### src/mmhi_pkg.sv
// Shared constants and types of the multi-mode host interface
package mmhi_pkg;
  // Strap codes, ordered {strap_zero, strap_one, strap_two}
  localparam logic [2:0] MMHI_MODE_6800 = 3'h1;
  localparam logic [2:0] MMHI_MODE_8080 = 3'h3;
  localparam logic [2:0] MMHI_MODE_SPI4 = 3'h0;
  localparam logic [2:0] MMHI_MODE_SPI3 = 3'h4;
  localparam logic [2:0] MMHI_MODE_I2C = 3'h2;
  // Upper six bits of the 7-bit slave address
  localparam logic [5:0] MMHI_I2C_ADDR_HI = 6'h1E;
  // Bit counts at which a serial byte completes
  localparam logic [3:0] MMHI_SPI4_LAST = 4'h7;
  localparam logic [3:0] MMHI_SPI3_LAST = 4'h8;
  localparam logic [3:0] MMHI_I2C_BITS = 4'h8;
  // Number of synchronised pin bits
  localparam int MMHI_SYNC_W = 16;
  // Reset values
  localparam logic [7:0] MMHI_BYTE_RST = 8'h00;
  localparam logic [3:0] MMHI_CNT_RST = 4'h0;
  // Byte phases of an I2C write
  localparam logic [1:0] MMHI_PH_ADDR = 2'h0;
  localparam logic [1:0] MMHI_PH_CTRL = 2'h1;
  localparam logic [1:0] MMHI_PH_DATA = 2'h2;
  // I2C slave states
  typedef enum logic [4:0] {
    MMHI_I_IDLE = 5'h01,
    MMHI_I_RX = 5'h02,
    MMHI_I_ACK = 5'h04,
    MMHI_I_TX = 5'h08,
    MMHI_I_MACK = 5'h10
  } mmhi_i2c_st_t;
endpackage

### src/mmhi_sync.sv
// Two-flop synchronisers for every pin input
`timescale 1ns/1ps
`default_nettype none
module mmhi_sync
  import mmhi_pkg::*;
(
  input wire logic i_sys_clk,
  input wire logic i_rst,
  input wire logic [MMHI_SYNC_W-1:0] i_pins,
  output logic [MMHI_SYNC_W-1:0] o_pins
);
  logic [MMHI_SYNC_W-1:0] meta_r; // First stage, read only by the second

  // One pair of flops per pin bit
  genvar g;
  generate
    for (g = 0; g < MMHI_SYNC_W; g++)
    begin : g_bit
      always_ff @(posedge i_sys_clk or posedge i_rst)
      begin
        if (i_rst)
        begin
          meta_r[g] <= 1'b1;
          o_pins[g] <= 1'b1;
        end
        else
        begin
          meta_r[g] <= i_pins[g];
          o_pins[g] <= meta_r[g];
        end
      end
    end
  endgenerate
endmodule
`default_nettype wire

### src/mmhi_spi_rx.sv
// Serial receiver shared by 4-wire and 3-wire SPI
`timescale 1ns/1ps
`default_nettype none
module mmhi_spi_rx
  import mmhi_pkg::*;
(
  input wire logic i_sys_clk,
  input wire logic i_rst,
  input wire logic i_en,
  input wire logic i_three_wire,
  input wire logic i_cs_n,
  input wire logic i_scl_rise,
  input wire logic i_si,
  input wire logic i_dc,
  output logic o_valid,
  output logic [7:0] o_byte,
  output logic o_is_data
);
  logic [8:0] shift_r; // Holds flag and data bits, MSB first
  logic [3:0] cnt_r; // Bits taken in this frame
  logic [3:0] last; // Count of the closing bit

  assign last = i_three_wire ? MMHI_SPI3_LAST : MMHI_SPI4_LAST;

  // Shifting and byte hand-off
  always_ff @(posedge i_sys_clk or posedge i_rst)
  begin
    if (i_rst)
    begin
      shift_r <= 9'h000;
      cnt_r <= MMHI_CNT_RST;
      o_valid <= 1'b0;
      o_byte <= MMHI_BYTE_RST;
      o_is_data <= 1'b0;
    end
    else
    begin
      o_valid <= 1'b0;
      if (!i_en || i_cs_n)
      begin
        // Deselected: back to the initial state, clock ignored
        shift_r <= 9'h000; // see RULE11 see RULE13
        cnt_r <= MMHI_CNT_RST;
      end
      else if (i_scl_rise)
      begin
        shift_r <= {shift_r[7:0], i_si}; // see RULE9 see RULE15
        if (cnt_r == last)
        begin
          cnt_r <= MMHI_CNT_RST;
          o_valid <= 1'b1;
          o_byte <= {shift_r[6:0], i_si};
          // Leading flag in 3-wire, select pin on the eighth edge in 4-wire
          o_is_data <= i_three_wire ? shift_r[7] : i_dc; // see RULE10 see RULE16
        end
        else
        begin
          cnt_r <= cnt_r + 4'h1;
        end
      end
    end
  end

  AST_SPI_DESEL_CLEAR: assert property (@(posedge i_sys_clk) disable iff (i_rst) // see RULE13
    (i_en && i_cs_n) |=> (cnt_r == MMHI_CNT_RST && !o_valid))
    else $error("serial counter not cleared while deselected");
  AST_SPI4_EIGHTH: assert property (@(posedge i_sys_clk) disable iff (i_rst) // see RULE10
    (i_en && !i_three_wire && !i_cs_n && i_scl_rise && cnt_r == MMHI_SPI4_LAST)
    |=> (o_valid && o_is_data == $past(i_dc)))
    else $error("4-wire byte not delivered on eighth edge");
  AST_SPI3_NINTH: assert property (@(posedge i_sys_clk) disable iff (i_rst) // see RULE15
    (i_en && i_three_wire && !i_cs_n && i_scl_rise && cnt_r != MMHI_SPI3_LAST) |=> !o_valid)
    else $error("3-wire byte delivered before ninth edge");
endmodule
`default_nettype wire

### src/mmhi_top.sv
// Multi-mode host port: 6800, 8080, 4/3-wire SPI and I2C slave
// Contract
// RULE1: straps pick one of five host buses
// RULE2: 6800 R/W high reads, low writes
// RULE3: 6800 E high latches, only with CS low
// RULE4: dummy read first; RAM data lags one
// RULE5: 8080 RD low reads; select picks status/data
// RULE6: 8080 WR low writes; select picks RAM/command
// RULE7: host issues dummy read in 8080 too
// RULE8: select and direction decode the four accesses
// RULE9: 4-wire shifts eight bits MSB first
// RULE10: eighth edge samples select and delivers byte
// RULE11: CS high holds serial port idle
// RULE12: CS falling starts a serial transfer
// RULE13: deselect clears shift register and counter
// RULE14: no read path in SPI modes
// RULE15: 3-wire shifts nine bits, flag first
// RULE16: 3-wire flag routes byte RAM or command
// RULE17: I2C slave only; writes and reads
// RULE18: SDA change with SCL high is control
// RULE19: START and STOP from SDA with SCL high
// RULE20: slave acks each received byte low
// RULE21: master nack on read: release SDA
// RULE22: address 011110 plus strap LSB
// RULE23: control byte carries chain and D/C flags
// RULE24: I2C read data follows last D/C
// RULE25: straps static, unselected inputs ignored
`timescale 1ns/1ps
`default_nettype none
module mmhi_top
  import mmhi_pkg::*;
(
  input wire logic i_sys_clk,
  input wire logic i_rst,
  input wire logic i_interface_strap_zero,
  input wire logic i_interface_strap_one,
  input wire logic i_interface_strap_two,
  input wire logic i_address_lsb_strap,
  input wire logic i_cs_n,
  input wire logic i_data_command_select,
  input wire logic i_rd_e,
  input wire logic i_wr_rw,
  input wire logic [7:0] i_data,
  input wire logic [7:0] i_status,
  input wire logic [7:0] i_ram_rdata,
  output logic [7:0] o_data,
  output logic [7:0] o_data_oe_n,
  output logic o_wr_valid,
  output logic o_wr_is_data,
  output logic [7:0] o_wr_byte,
  output logic o_ram_rd
);
  logic [MMHI_SYNC_W-1:0] pin_s; // Synchronised pins
  logic [7:0] d_s; // Data pins; D0 is SCL, D1 is SI or SDA
  logic wr_s, rd_s, dc_s, cs_n_s, sa0_s;
  logic [2:0] mode; // Strap code
  logic scl_d_r, sda_d_r; // Delayed copies for edge detection
  logic scl_rise, scl_fall, i2c_start, i2c_stop;
  logic m6800, m8080, m_par, m_spi, m_i2c;
  logic strobe_rd, strobe_wr; // Parallel strobe levels
  logic rd_act_r, wr_act_r; // Strobe levels one cycle back
  logic [7:0] wr_data_r; // Byte latched during a write strobe
  logic wr_dc_r, rd_dc_r;
  logic [7:0] ram_pipe_r; // Read pipeline stage, source of the dummy read
  logic spi_v, spi_dc;
  logic [7:0] spi_byte;
  mmhi_i2c_st_t i2c_st_r;
  logic [7:0] i2c_sh_r; // I2C shift register, both directions
  logic [3:0] i2c_cnt_r;
  logic [1:0] i2c_ph_r; // Address, control or data byte next
  logic i2c_rw_r, chain_r, dc_last_r, nack_r, sda_rel_r;
  logic i2c_wr_v_r, i2c_rd_r;
  logic [7:0] tx_byte;

  mmhi_sync u_sync (
    .i_sys_clk(i_sys_clk),
    .i_rst(i_rst),
    .i_pins({i_data, i_wr_rw, i_rd_e, i_data_command_select, i_cs_n, i_address_lsb_strap,
      i_interface_strap_zero, i_interface_strap_one, i_interface_strap_two}),
    .o_pins(pin_s)
  );
  assign {d_s, wr_s, rd_s, dc_s, cs_n_s, sa0_s, mode} = pin_s;

  // Mode decode; straps are assumed not to move in operation
  assign m6800 = (mode == MMHI_MODE_6800); // see RULE1 see RULE25
  assign m8080 = (mode == MMHI_MODE_8080);
  assign m_par = m6800 || m8080;
  assign m_spi = (mode == MMHI_MODE_SPI4) || (mode == MMHI_MODE_SPI3);
  assign m_i2c = (mode == MMHI_MODE_I2C);

  // Serial line edges, taken from the second flop only
  always_ff @(posedge i_sys_clk or posedge i_rst)
  begin
    if (i_rst)
    begin
      scl_d_r <= 1'b1;
      sda_d_r <= 1'b1;
    end
    else
    begin
      scl_d_r <= d_s[0];
      sda_d_r <= d_s[1];
    end
  end
  assign scl_rise = d_s[0] && !scl_d_r;
  assign scl_fall = !d_s[0] && scl_d_r;
  // Data moving with clock high is a condition, never a bit
  assign i2c_start = d_s[0] && scl_d_r && sda_d_r && !d_s[1]; // see RULE18 see RULE19
  assign i2c_stop = d_s[0] && scl_d_r && !sda_d_r && d_s[1]; // see RULE19

  // Strobes: 6800 E high with R/W, 8080 active-low RD and WR, all gated by CS
  assign strobe_rd = !cs_n_s && (m6800 ? (rd_s && wr_s) : (m8080 && !rd_s)); // see RULE2 see RULE3 see RULE5
  assign strobe_wr = !cs_n_s && (m6800 ? (rd_s && !wr_s) : (m8080 && !wr_s)); // see RULE2 see RULE3 see RULE6

  // Parallel strobe tracking and write latch
  always_ff @(posedge i_sys_clk or posedge i_rst)
  begin
    if (i_rst)
    begin
      rd_act_r <= 1'b0;
      wr_act_r <= 1'b0;
      wr_data_r <= MMHI_BYTE_RST;
      wr_dc_r <= 1'b0;
    end
    else
    begin
      rd_act_r <= strobe_rd;
      wr_act_r <= strobe_wr;
      // Keep the last value seen while the strobe is active
      if (strobe_wr)
      begin
        wr_data_r <= d_s;
        wr_dc_r <= dc_s; // see RULE8
      end
    end
  end

  // Parallel read: status direct, RAM data through one pipeline stage
  always_ff @(posedge i_sys_clk or posedge i_rst)
  begin
    if (i_rst)
    begin
      o_data <= MMHI_BYTE_RST;
      rd_dc_r <= 1'b0;
      ram_pipe_r <= MMHI_BYTE_RST;
    end
    else
    begin
      if (strobe_rd && !rd_act_r)
      begin
        // Display read returns what the previous read fetched
        o_data <= dc_s ? ram_pipe_r : i_status; // see RULE4 see RULE8
        rd_dc_r <= dc_s;
      end
      if (rd_act_r && !strobe_rd && rd_dc_r)
      begin
        ram_pipe_r <= i_ram_rdata; // see RULE4
      end
    end
  end

  mmhi_spi_rx u_spi (
    .i_sys_clk(i_sys_clk),
    .i_rst(i_rst),
    .i_en(m_spi),
    .i_three_wire(mode == MMHI_MODE_SPI3),
    .i_cs_n(cs_n_s), // see RULE11 see RULE12
    .i_scl_rise(scl_rise),
    .i_si(d_s[1]),
    .i_dc(dc_s),
    .o_valid(spi_v),
    .o_byte(spi_byte),
    .o_is_data(spi_dc)
  );

  assign tx_byte = dc_last_r ? i_ram_rdata : i_status; // see RULE24

  // I2C slave state machine
  always_ff @(posedge i_sys_clk or posedge i_rst)
  begin
    if (i_rst)
    begin
      i2c_st_r <= MMHI_I_IDLE;
      i2c_sh_r <= MMHI_BYTE_RST;
      i2c_cnt_r <= MMHI_CNT_RST;
      i2c_ph_r <= MMHI_PH_ADDR;
      i2c_rw_r <= 1'b0;
      chain_r <= 1'b0;
      dc_last_r <= 1'b0;
      nack_r <= 1'b0;
      sda_rel_r <= 1'b1;
      i2c_wr_v_r <= 1'b0;
      i2c_rd_r <= 1'b0;
    end
    else
    begin
      i2c_wr_v_r <= 1'b0;
      i2c_rd_r <= 1'b0;
      if (!m_i2c)
      begin
        // Other modes leave the slave parked
        i2c_st_r <= MMHI_I_IDLE; // see RULE25
        sda_rel_r <= 1'b1;
      end
      else if (i2c_start)
      begin
        i2c_st_r <= MMHI_I_RX; // see RULE19
        i2c_cnt_r <= MMHI_CNT_RST;
        i2c_ph_r <= MMHI_PH_ADDR;
        sda_rel_r <= 1'b1;
      end
      else if (i2c_stop)
      begin
        i2c_st_r <= MMHI_I_IDLE; // see RULE19
        sda_rel_r <= 1'b1;
      end
      else
      begin
        unique case (i2c_st_r)
          MMHI_I_IDLE:
          begin
            sda_rel_r <= 1'b1;
          end
          MMHI_I_RX:
          begin
            if (scl_rise)
            begin
              i2c_sh_r <= {i2c_sh_r[6:0], d_s[1]};
              i2c_cnt_r <= i2c_cnt_r + 4'h1;
            end
            else if (scl_fall && i2c_cnt_r == MMHI_I2C_BITS)
            begin
              i2c_cnt_r <= MMHI_CNT_RST;
              i2c_st_r <= MMHI_I_ACK;
              sda_rel_r <= 1'b0; // see RULE20
              if (i2c_ph_r == MMHI_PH_ADDR)
              begin
                if (i2c_sh_r[7:1] == {MMHI_I2C_ADDR_HI, sa0_s}) // see RULE22
                begin
                  i2c_rw_r <= i2c_sh_r[0];
                  i2c_ph_r <= MMHI_PH_CTRL;
                end
                else
                begin
                  // Not ours: stay off the bus until the next START
                  i2c_st_r <= MMHI_I_IDLE;
                  sda_rel_r <= 1'b1;
                end
              end
              else if (i2c_ph_r == MMHI_PH_CTRL)
              begin
                chain_r <= i2c_sh_r[7]; // see RULE23
                dc_last_r <= i2c_sh_r[6];
                i2c_ph_r <= MMHI_PH_DATA;
              end
              else
              begin
                i2c_wr_v_r <= 1'b1; // see RULE17
                // Chain set: a control byte comes next; clear: data only
                i2c_ph_r <= chain_r ? MMHI_PH_CTRL : MMHI_PH_DATA; // see RULE23
              end
            end
          end
          MMHI_I_ACK:
          begin
            // Held low through the whole ninth clock; on its fall released for a write, or set to the first read bit for a read
            if (scl_fall)
            begin
              if (i2c_rw_r)
              begin
                i2c_st_r <= MMHI_I_TX; // see RULE17 see RULE24
                i2c_sh_r <= {tx_byte[6:0], 1'b0};
                sda_rel_r <= tx_byte[7];
                i2c_cnt_r <= 4'h1;
                i2c_rd_r <= dc_last_r;
              end
              else
              begin
                i2c_st_r <= MMHI_I_RX;
                sda_rel_r <= 1'b1;
              end
            end
          end
          MMHI_I_TX:
          begin
            if (scl_fall)
            begin
              if (i2c_cnt_r == MMHI_I2C_BITS)
              begin
                i2c_st_r <= MMHI_I_MACK;
                sda_rel_r <= 1'b1;
              end
              else
              begin
                sda_rel_r <= i2c_sh_r[7];
                i2c_sh_r <= {i2c_sh_r[6:0], 1'b0};
                i2c_cnt_r <= i2c_cnt_r + 4'h1;
              end
            end
          end
          MMHI_I_MACK:
          begin
            if (scl_rise)
            begin
              nack_r <= d_s[1];
            end
            else if (scl_fall)
            begin
              if (nack_r)
              begin
                // Last byte: leave SDA high for the master's STOP
                i2c_st_r <= MMHI_I_IDLE; // see RULE21
                sda_rel_r <= 1'b1;
              end
              else
              begin
                i2c_st_r <= MMHI_I_TX;
                i2c_sh_r <= {tx_byte[6:0], 1'b0};
                sda_rel_r <= tx_byte[7];
                i2c_cnt_r <= 4'h1;
                i2c_rd_r <= dc_last_r;
              end
            end
          end
        endcase
      end
    end
  end

  // Pin drive: parallel read bus, or the SDA open drain; one cycle behind
  always_ff @(posedge i_sys_clk or posedge i_rst)
  begin
    if (i_rst)
    begin
      o_data_oe_n <= 8'hFF;
    end
    else if (m_par)
    begin
      o_data_oe_n <= strobe_rd ? 8'h00 : 8'hFF;
    end
    else if (m_i2c)
    begin
      o_data_oe_n <= {6'h3F, sda_rel_r, 1'b1};
    end
    else
    begin
      o_data_oe_n <= 8'hFF; // see RULE14 see RULE25
    end
  end

  // Byte hand-off to the command decoder or display RAM
  always_ff @(posedge i_sys_clk or posedge i_rst)
  begin
    if (i_rst)
    begin
      o_wr_valid <= 1'b0;
      o_wr_is_data <= 1'b0;
      o_wr_byte <= MMHI_BYTE_RST;
      o_ram_rd <= 1'b0;
    end
    else
    begin
      o_wr_valid <= 1'b0;
      o_ram_rd <= (m_par && rd_act_r && !strobe_rd && rd_dc_r) || i2c_rd_r;
      if (m_par && wr_act_r && !strobe_wr)
      begin
        o_wr_valid <= 1'b1; // see RULE8
        o_wr_is_data <= wr_dc_r;
        o_wr_byte <= wr_data_r;
      end
      else if (spi_v)
      begin
        o_wr_valid <= 1'b1;
        o_wr_is_data <= spi_dc;
        o_wr_byte <= spi_byte;
      end
      else if (i2c_wr_v_r)
      begin
        o_wr_valid <= 1'b1;
        o_wr_is_data <= dc_last_r;
        o_wr_byte <= i2c_sh_r;
      end
    end
  end

  AST_SPI_NO_DRIVE: assert property (@(posedge i_sys_clk) disable iff (i_rst) // see RULE14
    m_spi |=> (o_data_oe_n == 8'hFF))
    else $error("data pins driven in SPI mode");
  AST_PAR_WRITE: assert property (@(posedge i_sys_clk) disable iff (i_rst) // see RULE8
    (m_par && wr_act_r && !strobe_wr) |=> (o_wr_valid && o_wr_is_data == $past(wr_dc_r)))
    else $error("parallel write not handed off");
  AST_PAR_READ_DRIVE: assert property (@(posedge i_sys_clk) disable iff (i_rst) // see RULE5
    (m_par && strobe_rd) |=> (o_data_oe_n == 8'h00))
    else $error("read strobe did not drive the bus");
  AST_PAR_STATUS: assert property (@(posedge i_sys_clk) disable iff (i_rst) // see RULE8
    (m_par && strobe_rd && !rd_act_r && !dc_s) |=> (o_data == $past(i_status)))
    else $error("status read returned wrong byte");
  AST_I2C_ACK_LOW: assert property (@(posedge i_sys_clk) disable iff (i_rst) // see RULE20
    (m_i2c && i2c_st_r == MMHI_I_ACK && !i2c_start && !i2c_stop && !scl_fall) |=> (o_data_oe_n[1] == 1'b0))
    else $error("acknowledge not driven low");
  AST_I2C_FOREIGN: assert property (@(posedge i_sys_clk) disable iff (i_rst) // see RULE22
    (m_i2c && i2c_st_r == MMHI_I_RX && i2c_ph_r == MMHI_PH_ADDR && scl_fall && !i2c_start && !i2c_stop
      && i2c_cnt_r == MMHI_I2C_BITS && i2c_sh_r[7:1] != {MMHI_I2C_ADDR_HI, sa0_s}) |=> (i2c_st_r == MMHI_I_IDLE))
    else $error("foreign address acknowledged");
  AST_I2C_NACK: assert property (@(posedge i_sys_clk) disable iff (i_rst) // see RULE21
    (m_i2c && i2c_st_r == MMHI_I_MACK && scl_fall && nack_r && !i2c_start && !i2c_stop)
    |=> (i2c_st_r == MMHI_I_IDLE) ##1 o_data_oe_n[1])
    else $error("SDA not released after master nack");
  AST_MODE_GATE: assert property (@(posedge i_sys_clk) disable iff (i_rst) // see RULE1
    (mode == MMHI_MODE_I2C) |-> !spi_v)
    else $error("SPI byte delivered in I2C mode");
endmodule
`default_nettype wire

### config.mk
export PLATFORM = sky130hd
export DESIGN_NAME = mmhi_top
export DESIGN_NICKNAME = d
export VERILOG_FILES = /design/src/mmhi_pkg.sv /design/src/mmhi_sync.sv /design/src/mmhi_spi_rx.sv /design/src/mmhi_top.sv
export SDC_FILE = /design/constraint.sdc
export NUM_CORES = 1
export LEC_CHECK = 0
export BUFFER_PORTS_ARGS = -buffer_cell sky130_fd_sc_hd__buf_2
export CAP_MARGIN = 10
export CELL_PAD_IN_SITES_DETAIL_PLACEMENT = 0
export CELL_PAD_IN_SITES_GLOBAL_PLACEMENT = 1
export CORE_ASPECT_RATIO = 1.1
export CORE_MARGIN = 10
export CORE_UTILIZATION = 26
export DETAILED_ROUTE_END_ITERATION = 8
export PLACE_DENSITY_LB_ADDON = 0.1
export SLEW_MARGIN = 40
export SYNTH_ARGS = -nofsm -noshare
export SYNTH_HDL_FRONTEND = slang
export SYNTH_SLANG_ARGS = --single-unit
### constraint.sdc
create_clock -name i_sys_clk -period 11.41 [get_ports i_sys_clk]
set_input_delay 1.7115 -clock i_sys_clk [delete_from_list [all_inputs] [get_ports i_sys_clk]]
set_output_delay 1.7115 -clock i_sys_clk [all_outputs]
set_load 0.01 [all_outputs]
==> impl_metrics.env, run 1 <==
export IMPL_rows=55
export IMPL_total_power_mw=1.16
export IMPL_drt_iter0_markers=217
export IMPL_finalClockSkew_ns=0.00743
export IMPL_cts_buffer_depth=2
export IMPL_syn_cell_area_sq_mm=0.00542
export IMPL_cts_sinks=123
export IMPL_synth_cells=469
export IMPL_crit_family="flip-flops"
export IMPL_ant_nets=0
export IMPL_fin_setup_tns_ns=0
export IMPL_max_freq_mhz=354
export IMPL_worstPathBufferInverterCount=1
export IMPL_layout_common_cells="dfrtp_1 (85), buf_2 (60), nand2_1 (52)"
export IMPL_highest_layer="met4"
export IMPL_firstDrtPassIters=4
export IMPL_hold_depth=0
export IMPL_fp_dieW_microns=158
export IMPL_setup_slack_ns=8.58
export IMPL_ys_ff_latch=123
export IMPL_route_met2_wl_mm=6.44
export IMPL_finalInstanceArea_sq_mm=0.00660
export IMPL_clock_latency_ns=0.42
export IMPL_synth_ff_type="dfrtp_1"
export IMPL_wl_met1_mm=6.29
export IMPL_drv_cap=0
export IMPL_wl_per_cell_microns=17.1
export IMPL_seq_area_sq_mm=0.00313
export IMPL_ioPinCount=61
export IMPL_post_route_util=0.321
export IMPL_setup_viol=0
export IMPL_slew_viol_final=0
export IMPL_worst_setup_path_type="flip-flop to primary output"
export IMPL_dp_final_hpwl_mm=9.44
export IMPL_grt_use_total=0.106
export IMPL_dp_slack_ns=8.38
export IMPL_whs_ns=0.354
export IMPL_outcome="finished, final reports clean"
export IMPL_cts_tree="done"
export IMPL_worstSetupStartpointType="flip-flop"
export IMPL_grt_pass1_wl_mm=21.9
export IMPL_via_per_inst=4.60
export IMPL_yosysSeqAreaShare=0.577
export IMPL_drc=0
export IMPL_core_area_sq_mm=0.0206
export IMPL_cts_root_buffer="clkbuf_16"
export IMPL_area_growth_pct=21.7
export IMPL_num_fill_cells=2086
export IMPL_worstRegToRegCells=7
export IMPL_finalCritPeriodShare=0.248
export IMPL_synth_warning_count=0
export IMPL_max_stage_delay_ns=0.56
export IMPL_totalWireLength_mm=13.6
export IMPL_vias=3659
export IMPL_crit_path_max_fanout=7
export IMPL_port_buffer_count=60
export IMPL_htree_levels=4
export IMPL_start_util=0.263
export IMPL_antenna_found_initial=0
export IMPL_cp_slowest_cell="dfstp_2"
export IMPL_hold_viol_final=0
export IMPL_multiInputGateArea_sq_mm=0.00214
export IMPL_cts_resized=0
export IMPL_layout_nets=563
export IMPL_grt_max_degree=81
export IMPL_antennaDiodeCount=0
export IMPL_hold_buffers=0
export IMPL_async_flop_share=1.00
export IMPL_synth_edff_count=0
export IMPL_grt_pass1_vias=3893
export IMPL_relSlewSlack=0.508
export IMPL_die_height_microns=171
export IMPL_finalWeightedCongestion=0.768
export IMPL_worst_slew_pin_slew_ns=0.737
export IMPL_cp_required_ns=9.70
export IMPL_wl_met3_microns=634
export IMPL_postPlaceCellArea_sq_mm=0.00595
export IMPL_grt_overflow=0
export IMPL_dieArea_sq_mm=0.0270
export IMPL_p_leak_nw=2.93
export IMPL_drive_gt1_frac=0.351
export IMPL_path_cells="buf_2"
export IMPL_hold_path_class="flip-flop to flip-flop"
export IMPL_post_cts_buffers=0
export IMPL_synth_fp_nets=506
export IMPL_layout_cells_non_filler=795
export IMPL_final_common_cell="dfrtp_1"
export IMPL_synth_cell_type_count=54
export IMPL_cp_end_kind="primary output"
export IMPL_cts_buffers_inserted=17
export IMPL_layout_min_cycle_time_ns=2.83
export IMPL_ir_worst_vdd_mv=0.0980
export IMPL_rsz0062_at_grt="no"
export IMPL_avgSynthCellArea_sq_um=11.6
export IMPL_powerDensity_mw_per_mm2=176
export IMPL_placed_cells=763
export IMPL_clkTransAtPathRegs_ns=0.06
export IMPL_arrival_ns=1.12
export IMPL_worst_path_stages=1
==> flip-flops by register name (all words and copies together), names as in the netlist, 2 cells and up <==
signal         count
ram_pipe_r         8
i2c_cnt_r          4
i2c_ph_r           2
o_wr_byte          8
o_data             8
u_spi.cnt_r        4
wr_data_r          8
u_sync.meta_r     16
u_spi.shift_r      8
u_sync.o_pins     16
i2c_sh_r           8
u_spi.o_byte       8
i2c_st_r           5
o_data_oe_n        2
==> power breakdown <==
part           leakage (nW)  internal (mW)  switching (mW)
clock network         0.315          0.360           0.206
logic                  1.13         0.0433          0.0478
registers              1.49          0.481          0.0227
==> path summary, 6_finish.rpt <==
| kind | slack [ns] | startpoint | end |
|---|---|---|---|
| worst max register to register | 8.67 | u_sync.o_pins[0]$_DFF_PP1_ | o_wr_is_data$_DFFE_PP0P_ |
| min in group asynchronous | 1.36 | i_rst | ram_pipe_r[4]$_DFFE_PP0P_ |
| worst max-delay path | 8.58 | o_data_oe_n[6]$_DFF_PP1_ | o_data_oe_n[0] |
| max in group asynchronous | 8.92 | i_rst | o_ram_rd$_DFF_PP0_ |
| worst min register to register | 0.35 | u_sync.meta_r[2]$_DFF_PP1_ | u_sync.o_pins[2]$_DFF_PP1_ |
| worst min-delay path | 0.35 | u_sync.meta_r[2]$_DFF_PP1_ | u_sync.o_pins[2]$_DFF_PP1_ |
==> routing by layer <==
| metal | GRT usage | up-vias |
|---|---|---|
| met1 | 0.137 | 1793 |
| met2 | 0.163 | 71 |
| met3 | 0.0275 | 16 |
| li1 | - | 1779 |
| met4 | 0.0452 | 0 |
| met5 | 0 | - |
==> area by class of cell <==
class,instances,area share
inverter,9,0.00550
clock inverter,9,0.0144
clock buffer,23,0.0823
tap,256,0.0485
sequential,123,0.474
timing repair buffer,64,0.0506
multi-input combinational,311,0.325
==> cells by family after synthesis <==
kind of cell / share of synthesized area
simple gates: 0.141
flops: 0.577
compound gates: 0.0988
mux: 0.140
buf+inv: 0.0321
xor+xnor: 0.00485
fa+ha+maj: 0.00692
==> cells in the mapped netlist (3+ instances only) <==
cell type,instances,area [sq um]
o211ai_1,3,22.5
mux2_2,36,405
dfstp_2,38,998
inv_1,9,33.8
nand2_1,52,195
o21ai_0,31,155
nor4_1,3,18.8
nor2_1,34,128
nand2b_1,5,31.3
buf_2,4,20.0
nand3b_1,4,30.0
nor3_1,6,30.0
buf_4,6,45.0
and3_1,5,31.3
clkbuf_1,13,48.8
o221a_2,4,45.0
dfrtp_1,85,2130
a21oi_1,24,120
nor2b_1,10,62.6
mux2_4,7,105
a211o_1,3,26.3
nand3_1,11,55.1
a21o_1,4,30.0
mux2i_1,25,250
ha_1,3,37.5
nor3b_1,8,60.1
No activity file was read; power rests on OpenSTA's default activity.
==> run 2, diff against run 1 <==
--- a/config.mk
+++ b/config.mk
@@ -5,6 +5,7 @@
 export SDC_FILE = /design/constraint.sdc
 export NUM_CORES = 1
 export LEC_CHECK = 0
+export ABC_AREA = 1
 export BUFFER_PORTS_ARGS = -buffer_cell sky130_fd_sc_hd__buf_2
 export CAP_MARGIN = 10
 export CELL_PAD_IN_SITES_DETAIL_PLACEMENT = 0
==> constraint.sdc (replaced) <==
create_clock -name i_sys_clk -period 2.35 [get_ports i_sys_clk]
set_input_delay 0.3525 -clock i_sys_clk [delete_from_list [all_inputs] [get_ports i_sys_clk]]
set_output_delay 0.3525 -clock i_sys_clk [all_outputs]
set_load 0.01 [all_outputs]
==> run 2 against run 1 <==
Net effect: via count up 19%; clock-buffer cell count down 5; power rose to 5.0 times the previous value; sequential cell count is the same; utilization up 0.16 points; synthesized cell count grew 38%; clock power increased to 4.9 times the previous value; sequential share of layout area shrank 2.0 points; die area up 3.6%; register-to-register slack got worse by 8.4 ns; critical path depth is 8 higher.
==> impl_metrics.env, run 2 <==
export IMPL_outcome="finished, final reports clean"
export IMPL_via_per_inst=4.29
export IMPL_htree_levels=4
export IMPL_cp_required_ns=2.66
export IMPL_antenna_found_initial=0
export IMPL_reg_largest_list="u_sync.meta_r (16), u_sync.o_pins (16)"
export IMPL_ir_worst_vdd_mv=0.488
export IMPL_hold_buffers=0
export IMPL_clkTransAtPathRegs_ns=0.06
export IMPL_synth_cells=648
export IMPL_setup_viol=0
export IMPL_hold_start="i_data[6]"
export IMPL_use_met1=0.141
export IMPL_cp_end_kind="flip-flop"
export IMPL_dp_final_hpwl_mm=10.7
export IMPL_layout_min_cycle_time_ns=2.06
export IMPL_cts_sinks=123
export IMPL_worst_setup_path_type="flip-flop to flip-flop"
export IMPL_grt_pass1_wl_mm=24.2
export IMPL_synth_common_cells="nand2_1 (179), dfrtp_1 (85), inv_1 (75), o21ai_0 (61), nor2_1 (44)"
export IMPL_rsz0062_at_grt="no"
export IMPL_hold_depth=1
export IMPL_arrival_ns=2.36
export IMPL_layout_nets=751
export IMPL_slew_viol_final=0
export IMPL_syn_cell_area_sq_mm=0.00564
export IMPL_worst_slew_pin_slew_ns=0.699
export IMPL_p_leak_nw=3.29
export IMPL_ant_nets=0
export IMPL_drive_gt1_frac=0.245
export IMPL_finalClockSkew_ns=0.0127
export IMPL_postPlaceCellArea_sq_mm=0.00625
export IMPL_core_area_sq_mm=0.0214
export IMPL_fp_dieW_microns=160
export IMPL_drv_cap=0
export IMPL_worstRegToRegCells=9
export IMPL_grt_pass1_vias=4493
export IMPL_use_met3=0.0279
export IMPL_drc=0
export IMPL_finalWeightedCongestion=0.794
export IMPL_yosysMostFrequentCell="nand2_1"
export IMPL_final_common_cell="nand2_1"
export IMPL_cp_slowest_cell="dfstp_2"
export IMPL_max_stage_delay_ns=0.58
export IMPL_layout_common_cells="nand2_1 (179), dfrtp_1 (85), inv_1 (74)"
export IMPL_r2r_start="u_sync.o_pins[0]$_DFF_PP1_"
export IMPL_synth_fp_nets=685
export IMPL_post_cts_buffers=0
export IMPL_yosysSeqAreaShare=0.554
export IMPL_firstDrtPassIters=4
export IMPL_grt_overflow=0
export IMPL_cts_resized=0
export IMPL_worst_r2r_setup_slack_ns=0.29
export IMPL_async_flop_share=1.00
export IMPL_powerDensity_mw_per_mm2=835
export IMPL_num_fill_cells=2294
export IMPL_antennaDiodeCount=0
export IMPL_dieArea_sq_mm=0.0280
export IMPL_fin_setup_tns_ns=0
export IMPL_finalInstanceArea_sq_mm=0.00689
export IMPL_rows=56
export IMPL_max_freq_mhz=487
export IMPL_yosysTopAreaCell="dfrtp_1"
export IMPL_cts_buffers_inserted=17
export IMPL_port_buffer_count=60
export IMPL_wl_per_cell_microns=14.4
export IMPL_synth_cell_type_count=38
export IMPL_vias=4361
export IMPL_area_growth_pct=22.1
export IMPL_r2r_end="o_wr_byte[1]$_DFFE_PP0P_"
export IMPL_synth_ff_type="dfrtp_1"
export IMPL_crit_path_max_fanout=13
export IMPL_grt_use_total=0.108
export IMPL_start_util=0.264
export IMPL_avgSynthCellArea_sq_um=8.71
export IMPL_path_cells="nand2_1, nor3_2, nand2_1, nand2_2, inv_2, nor2_4, inv_2, o21ai_1, inv_1"
export IMPL_synth_warning_count=0
export IMPL_cts_tree="done"
export IMPL_grt_use_met2=0.169
export IMPL_top_usage_layer="met2"
export IMPL_totalWireLength_mm=14.6
export IMPL_ys_ff_latch=123
export IMPL_die_height_microns=175
export IMPL_ioPinCount=61
export IMPL_worstSetupStartpointType="flip-flop"
export IMPL_finalCritPeriodShare=0.875
export IMPL_grt_max_degree=124
export IMPL_synth_edff_count=0
export IMPL_relSlewSlack=0.534
export IMPL_hold_viol_final=0
export IMPL_hold_path_class="input pin to flip-flop"
export IMPL_yosysTopAreaCellShare=0.377
export IMPL_cts_root_buffer="clkbuf_16"
export IMPL_whs_endpoint="u_sync.meta_r[14]$_DFF_PP1_"
export IMPL_drt_iter0_markers=247
export IMPL_synth_area_leaders="dfrtp_1 (38%), dfstp_2 (18%), nand2_1 (12%)"
export IMPL_clock_latency_ns=0.42
export IMPL_cts_buffer_depth=2
## run 2: changes by cell type in the layout (fill, tap and decap cells not counted), moves of 9 or more
| cell | delta |
|---|---|
| inv_1 | +66 |
| o21ai_1 | +16 |
| mux2_2 | -36 |
| nor2_1 | +11 |
| mux2i_1 | -25 |
| a21oi_1 | -12 |
| nor2b_1 | -10 |
| o21a_1 | +9 |
| inv_2 | +9 |
| nand3_1 | +22 |
| nand2_1 | +127 |
| o21ai_0 | +30 |
## run 2: worst max path at each step
| stage | from | to |
|---|---|---|
| CTS | u_sync.o_pins[0]$_DFF_PP1_ | o_wr_byte[1]$_DFFE_PP0P_ |
| global placement | u_sync.o_pins[9]$_DFF_PP1_ | i2c_st_r[2]$_DFFE_PP0P_ |
| finish | u_sync.o_pins[0]$_DFF_PP1_ | o_wr_byte[1]$_DFFE_PP0P_ |
| global route | u_sync.o_pins[0]$_DFF_PP1_ | o_wr_byte[1]$_DFFE_PP0P_ |
| floorplan | i_rst | chain_r$_DFFE_PP0P_ |
| detailed placement | u_sync.o_pins[0]$_DFF_PP1_ | o_wr_byte[1]$_DFFE_PP0P_ |
## run 2: report_power, final
part           total (mW)  internal, mW  switching [mW]
registers            2.47          2.36           0.108
logic               0.499         0.206           0.292
clock network        2.78          1.72            1.06
## run 2: cell families (layout without fill, tap and decap cells)
family	Yosys count	in the layout	synth area share
xor+xnor	2	2	0.00310
simple gates	296	296	0.241
fa+ha+maj	3	3	0.00665
compound gates	120	120	0.120
flops	123	123	0.554
buf+inv	104	183	0.0749
## run 2: worst max-delay path, delay by kind of cell, from the launching register on
kind / cells / cell delay [ns]
simple gates: 5 / 0.91
flops: 1 / 0.58
buf+inv: 3 / 0.31
compound gates: 1 / 0.15
## run 2: final cells by class
cell class / instances / area (sq um) / share of cell area
Clock buffer: 18 / 439 / 0.0638
Clock inverter: 14 / 186 / 0.0271
Inverter: 86 / 327 / 0.0474
Multi-Input combinational cell: 421 / 2090 / 0.304
Sequential cell: 123 / 3130 / 0.454
Tap cell: 290 / 363 / 0.0527
Timing Repair Buffer: 65 / 353 / 0.0512
## run 2: stage by stage
step / cells / setup WS (ns) / hold WS [ns] / power (mW) / utilization
floorplan: 648 / 0.517 / 0.345 / 2.80 / -
global placement: 984 / 0.282 / 0.346 / 3.01 / 0.293
detailed placement: 984 / 0.271 / 0.347 / 3.03 / 0.293
CTS: 1016 / 0.263 / 0.00755 / 5.85 / 0.322
global route: 1017 / 0.0693 / 0.00191 / 6.03 / 0.322
finish: 1017 / 0.295 / 0.0268 / 5.75 / 0.322
## run 2: per-layer routing
layer / vias up / wire length (microns)
li1: 2207 / -
met1: 2058 / 7000
met2: 81 / 6870
met3: 15 / 587
met4: 0 / 180
met5: - / 0
==> run 3, diff against run 2 <==
==> constraint.sdc (replaced) <==
create_clock -name i_sys_clk -period 2.35 [get_ports i_sys_clk]
set_input_delay 0.235 -clock i_sys_clk [delete_from_list [all_inputs] [get_ports i_sys_clk]]
set_output_delay 0.235 -clock i_sys_clk [all_outputs]
set_load 0.01 [all_outputs]
==> run 3 against run 2 <==
Net effect: the run now ends with hold timing left; worst hold slack got worse by 0.030 ns; clock power shrank 7.9%; sequential cell count stayed put; sequential share of layout area fell by 0.71 points; first-iteration DRC count down 14%; setup slack better by 0.050 ns; utilization grew 0.51 points; die area unchanged; power down 3.6%; register-to-register slack better by 0.05 ns; routed wire length up 1.3%; largest power group unchanged.
==> impl_metrics.env, run 3 (synthesized netlist as in run 2, its figures left out) <==
export IMPL_grt_overflow=0
export IMPL_clkTransAtPathRegs_ns=0.06
export IMPL_powerDensity_mw_per_mm2=792
export IMPL_cts_resized=0
export IMPL_p_sw_mw=1.45
export IMPL_violations="hold timing"
export IMPL_worst_r2r_setup_slack_ns=0.34
export IMPL_cts_root_buffer="clkbuf_16"
export IMPL_wl_per_cell_microns=14.4
export IMPL_placed_cells=985
export IMPL_ir_worst_vdd_mv=0.419
export IMPL_cp_required_ns=2.65
export IMPL_cts_buffer_depth=2
export IMPL_ioPinCount=61
export IMPL_max_freq_mhz=499
export IMPL_switching_share=0.261
export IMPL_path_cells="nand2_1, nor3_2, nand2_1, nand2_2, inv_2, nor2_4, inv_2, o21ai_1, inv_1"
export IMPL_worstRegToRegCells=9
export IMPL_cts_sinks=123
export IMPL_arrival_ns=2.31
export IMPL_core_area_sq_mm=0.0214
export IMPL_worst_setup_path_type="flip-flop to flip-flop"
export IMPL_grt_max_degree=124
export IMPL_die_height_microns=175
export IMPL_p_seq_frac=0.446
export IMPL_cp_slowest_cell="dfstp_2"
export IMPL_outcome="finished, violations left"
export IMPL_rows=56
export IMPL_ant_nets=0
export IMPL_cts_tree="done"
export IMPL_grt_pass1_vias=4550
export IMPL_post_route_util=0.327
export IMPL_setup_viol=0
export IMPL_layout_min_cycle_time_ns=2.01
export IMPL_hold_viol_final=1
export IMPL_max_stage_delay_ns=0.58
export IMPL_drt_iter0_markers=213
export IMPL_firstDrtPassIters=5
export IMPL_whs_ns=-0.00360
export IMPL_postPlaceCellArea_sq_mm=0.00626
export IMPL_crit_family="simple AND/OR/NAND/NOR gates"
export IMPL_vias=4446
export IMPL_total_power_mw=5.54
export IMPL_grt_pass1_wl_mm=24.4
export IMPL_rsz0062_at_grt="no"
export IMPL_r2r_end="o_wr_byte[7]$_DFFE_PP0P_"
export IMPL_finalInstanceArea_sq_mm=0.00700
export IMPL_drc=0
export IMPL_worstSetupStartpointType="flip-flop"
export IMPL_p_int_mw=4.09
export IMPL_area_growth_pct=24.0
export IMPL_worstPathBufferInverterCount=3
export IMPL_crit_path_max_fanout=13
export IMPL_fin_setup_tns_ns=0
export IMPL_via_per_inst=4.30
export IMPL_layout_nets=767
export IMPL_layout_cells_non_filler=1033
export IMPL_finalClockSkew_ns=0.00633
export IMPL_r2r_start="u_sync.o_pins[0]$_DFF_PP1_"
export IMPL_hold_path_class="input pin to async pin"
export IMPL_finalCritPeriodShare=0.853
export IMPL_drive_gt1_frac=0.240
export IMPL_slew_viol_final=0
export IMPL_start_util=0.264
export IMPL_dieArea_sq_mm=0.0280
export IMPL_port_buffer_count=60
export IMPL_p_comb_frac=0.093
export IMPL_reg_largest_list="u_sync.meta_r (16), u_sync.o_pins (16)"
export IMPL_layout_common_cells="nand2_1 (179), dfrtp_1 (85), inv_1 (74)"
export IMPL_post_cts_buffers=0
export IMPL_p_leak_nw=3.33
export IMPL_worst_slew_pin_slew_ns=0.675
export IMPL_hold_buffers=16
export IMPL_drv_cap=0
export IMPL_dp_slack_ns=0.323
export IMPL_cp_end_kind="flip-flop"
export IMPL_fp_dieW_microns=160
export IMPL_antenna_found_initial=0
export IMPL_dp_final_hpwl_mm=10.8
export IMPL_relSlewSlack=0.550
export IMPL_final_common_cell="nand2_1"
export IMPL_antennaDiodeCount=0
export IMPL_totalWireLength_mm=14.8
export IMPL_htree_levels=4
export IMPL_cts_buffers_inserted=17
export IMPL_clockPowerShare=0.461
export IMPL_grt_use_total=0.109
export IMPL_finalWeightedCongestion=0.862
export IMPL_clock_latency_ns=0.42
export IMPL_setup_slack_ns=0.345
## run 3: changes by cell type in the layout (fill, tap and decap cells not counted)
cell	change
buf_4	+1
clkinvlp_4	+1
clkinv_4	-2
inv_6	+2
dlygate4sd3_1	+15
clkbuf_1	+1
bufinv_16	-2
## run 3: cell type report
| cell class | count | area (sq um) |
|---|---|---|
| Timing Repair Buffer | 81 | 510 |
| Clock inverter | 13 | 134 |
| Multi-Input combinational cell | 421 | 2090 |
| Fill cell | 2226 | 14400 |
| Inverter | 86 | 327 |
| Tap cell | 290 | 363 |
| Sequential cell | 123 | 3130 |
| Clock buffer | 19 | 443 |
## run 3: how the worst max path moves through the flow
| stage | from | to | cells after the start |
|---|---|---|---|
| floorplan | i_rst | chain_r$_DFFE_PP0P_ | 1 |
| global route | u_sync.o_pins[8]$_DFF_PP1_ | i2c_cnt_r[3]$_DFFE_PP0P_ | 11 |
| finish | u_sync.o_pins[0]$_DFF_PP1_ | o_wr_byte[7]$_DFFE_PP0P_ | 9 |
| CTS | u_sync.o_pins[0]$_DFF_PP1_ | o_wr_byte[0]$_DFFE_PP0P_ | 9 |
| detailed placement | u_sync.o_pins[0]$_DFF_PP1_ | o_wr_byte[0]$_DFFE_PP0P_ | 9 |
| global placement | u_sync.o_pins[0]$_DFF_PP1_ | o_wr_byte[1]$_DFFE_PP0P_ | 9 |
## run 3: power groups by stage
stage	Clock, mW	Combinational [mW]	Sequential (mW)
final	2.56	0.515	2.47
after detailed placement	0	0.514	2.51
after floorplan	0	0.270	2.53
after global routing	2.74	0.595	2.50
after global placement	0	0.509	2.50
after CTS	2.64	0.536	2.47
## run 3: worst reg2reg max path, stage by stage (launching register included)
cell and delay (ns):
dfstp_2 0.58, nand2_1 0.18, nor3_2 0.21, nand2_1 0.11, nand2_2 0.22, inv_2 0.15
nor2_4 0.15, inv_2 0.11, o21ai_1 0.15, inv_1 0.05
## run 3: per-layer routing
layer / up-vias / share of wire / wire length (microns) / GRT usage
li1: 2235 / - / - / -
met1: 2077 / 0.48 / 7140 / 0.141
met2: 107 / 0.45 / 6650 / 0.164
met3: 27 / 0.042 / 624 / 0.0310
met4: 0 / 0.028 / 408 / 0.0509
met5: - / 0 / 0 / 0
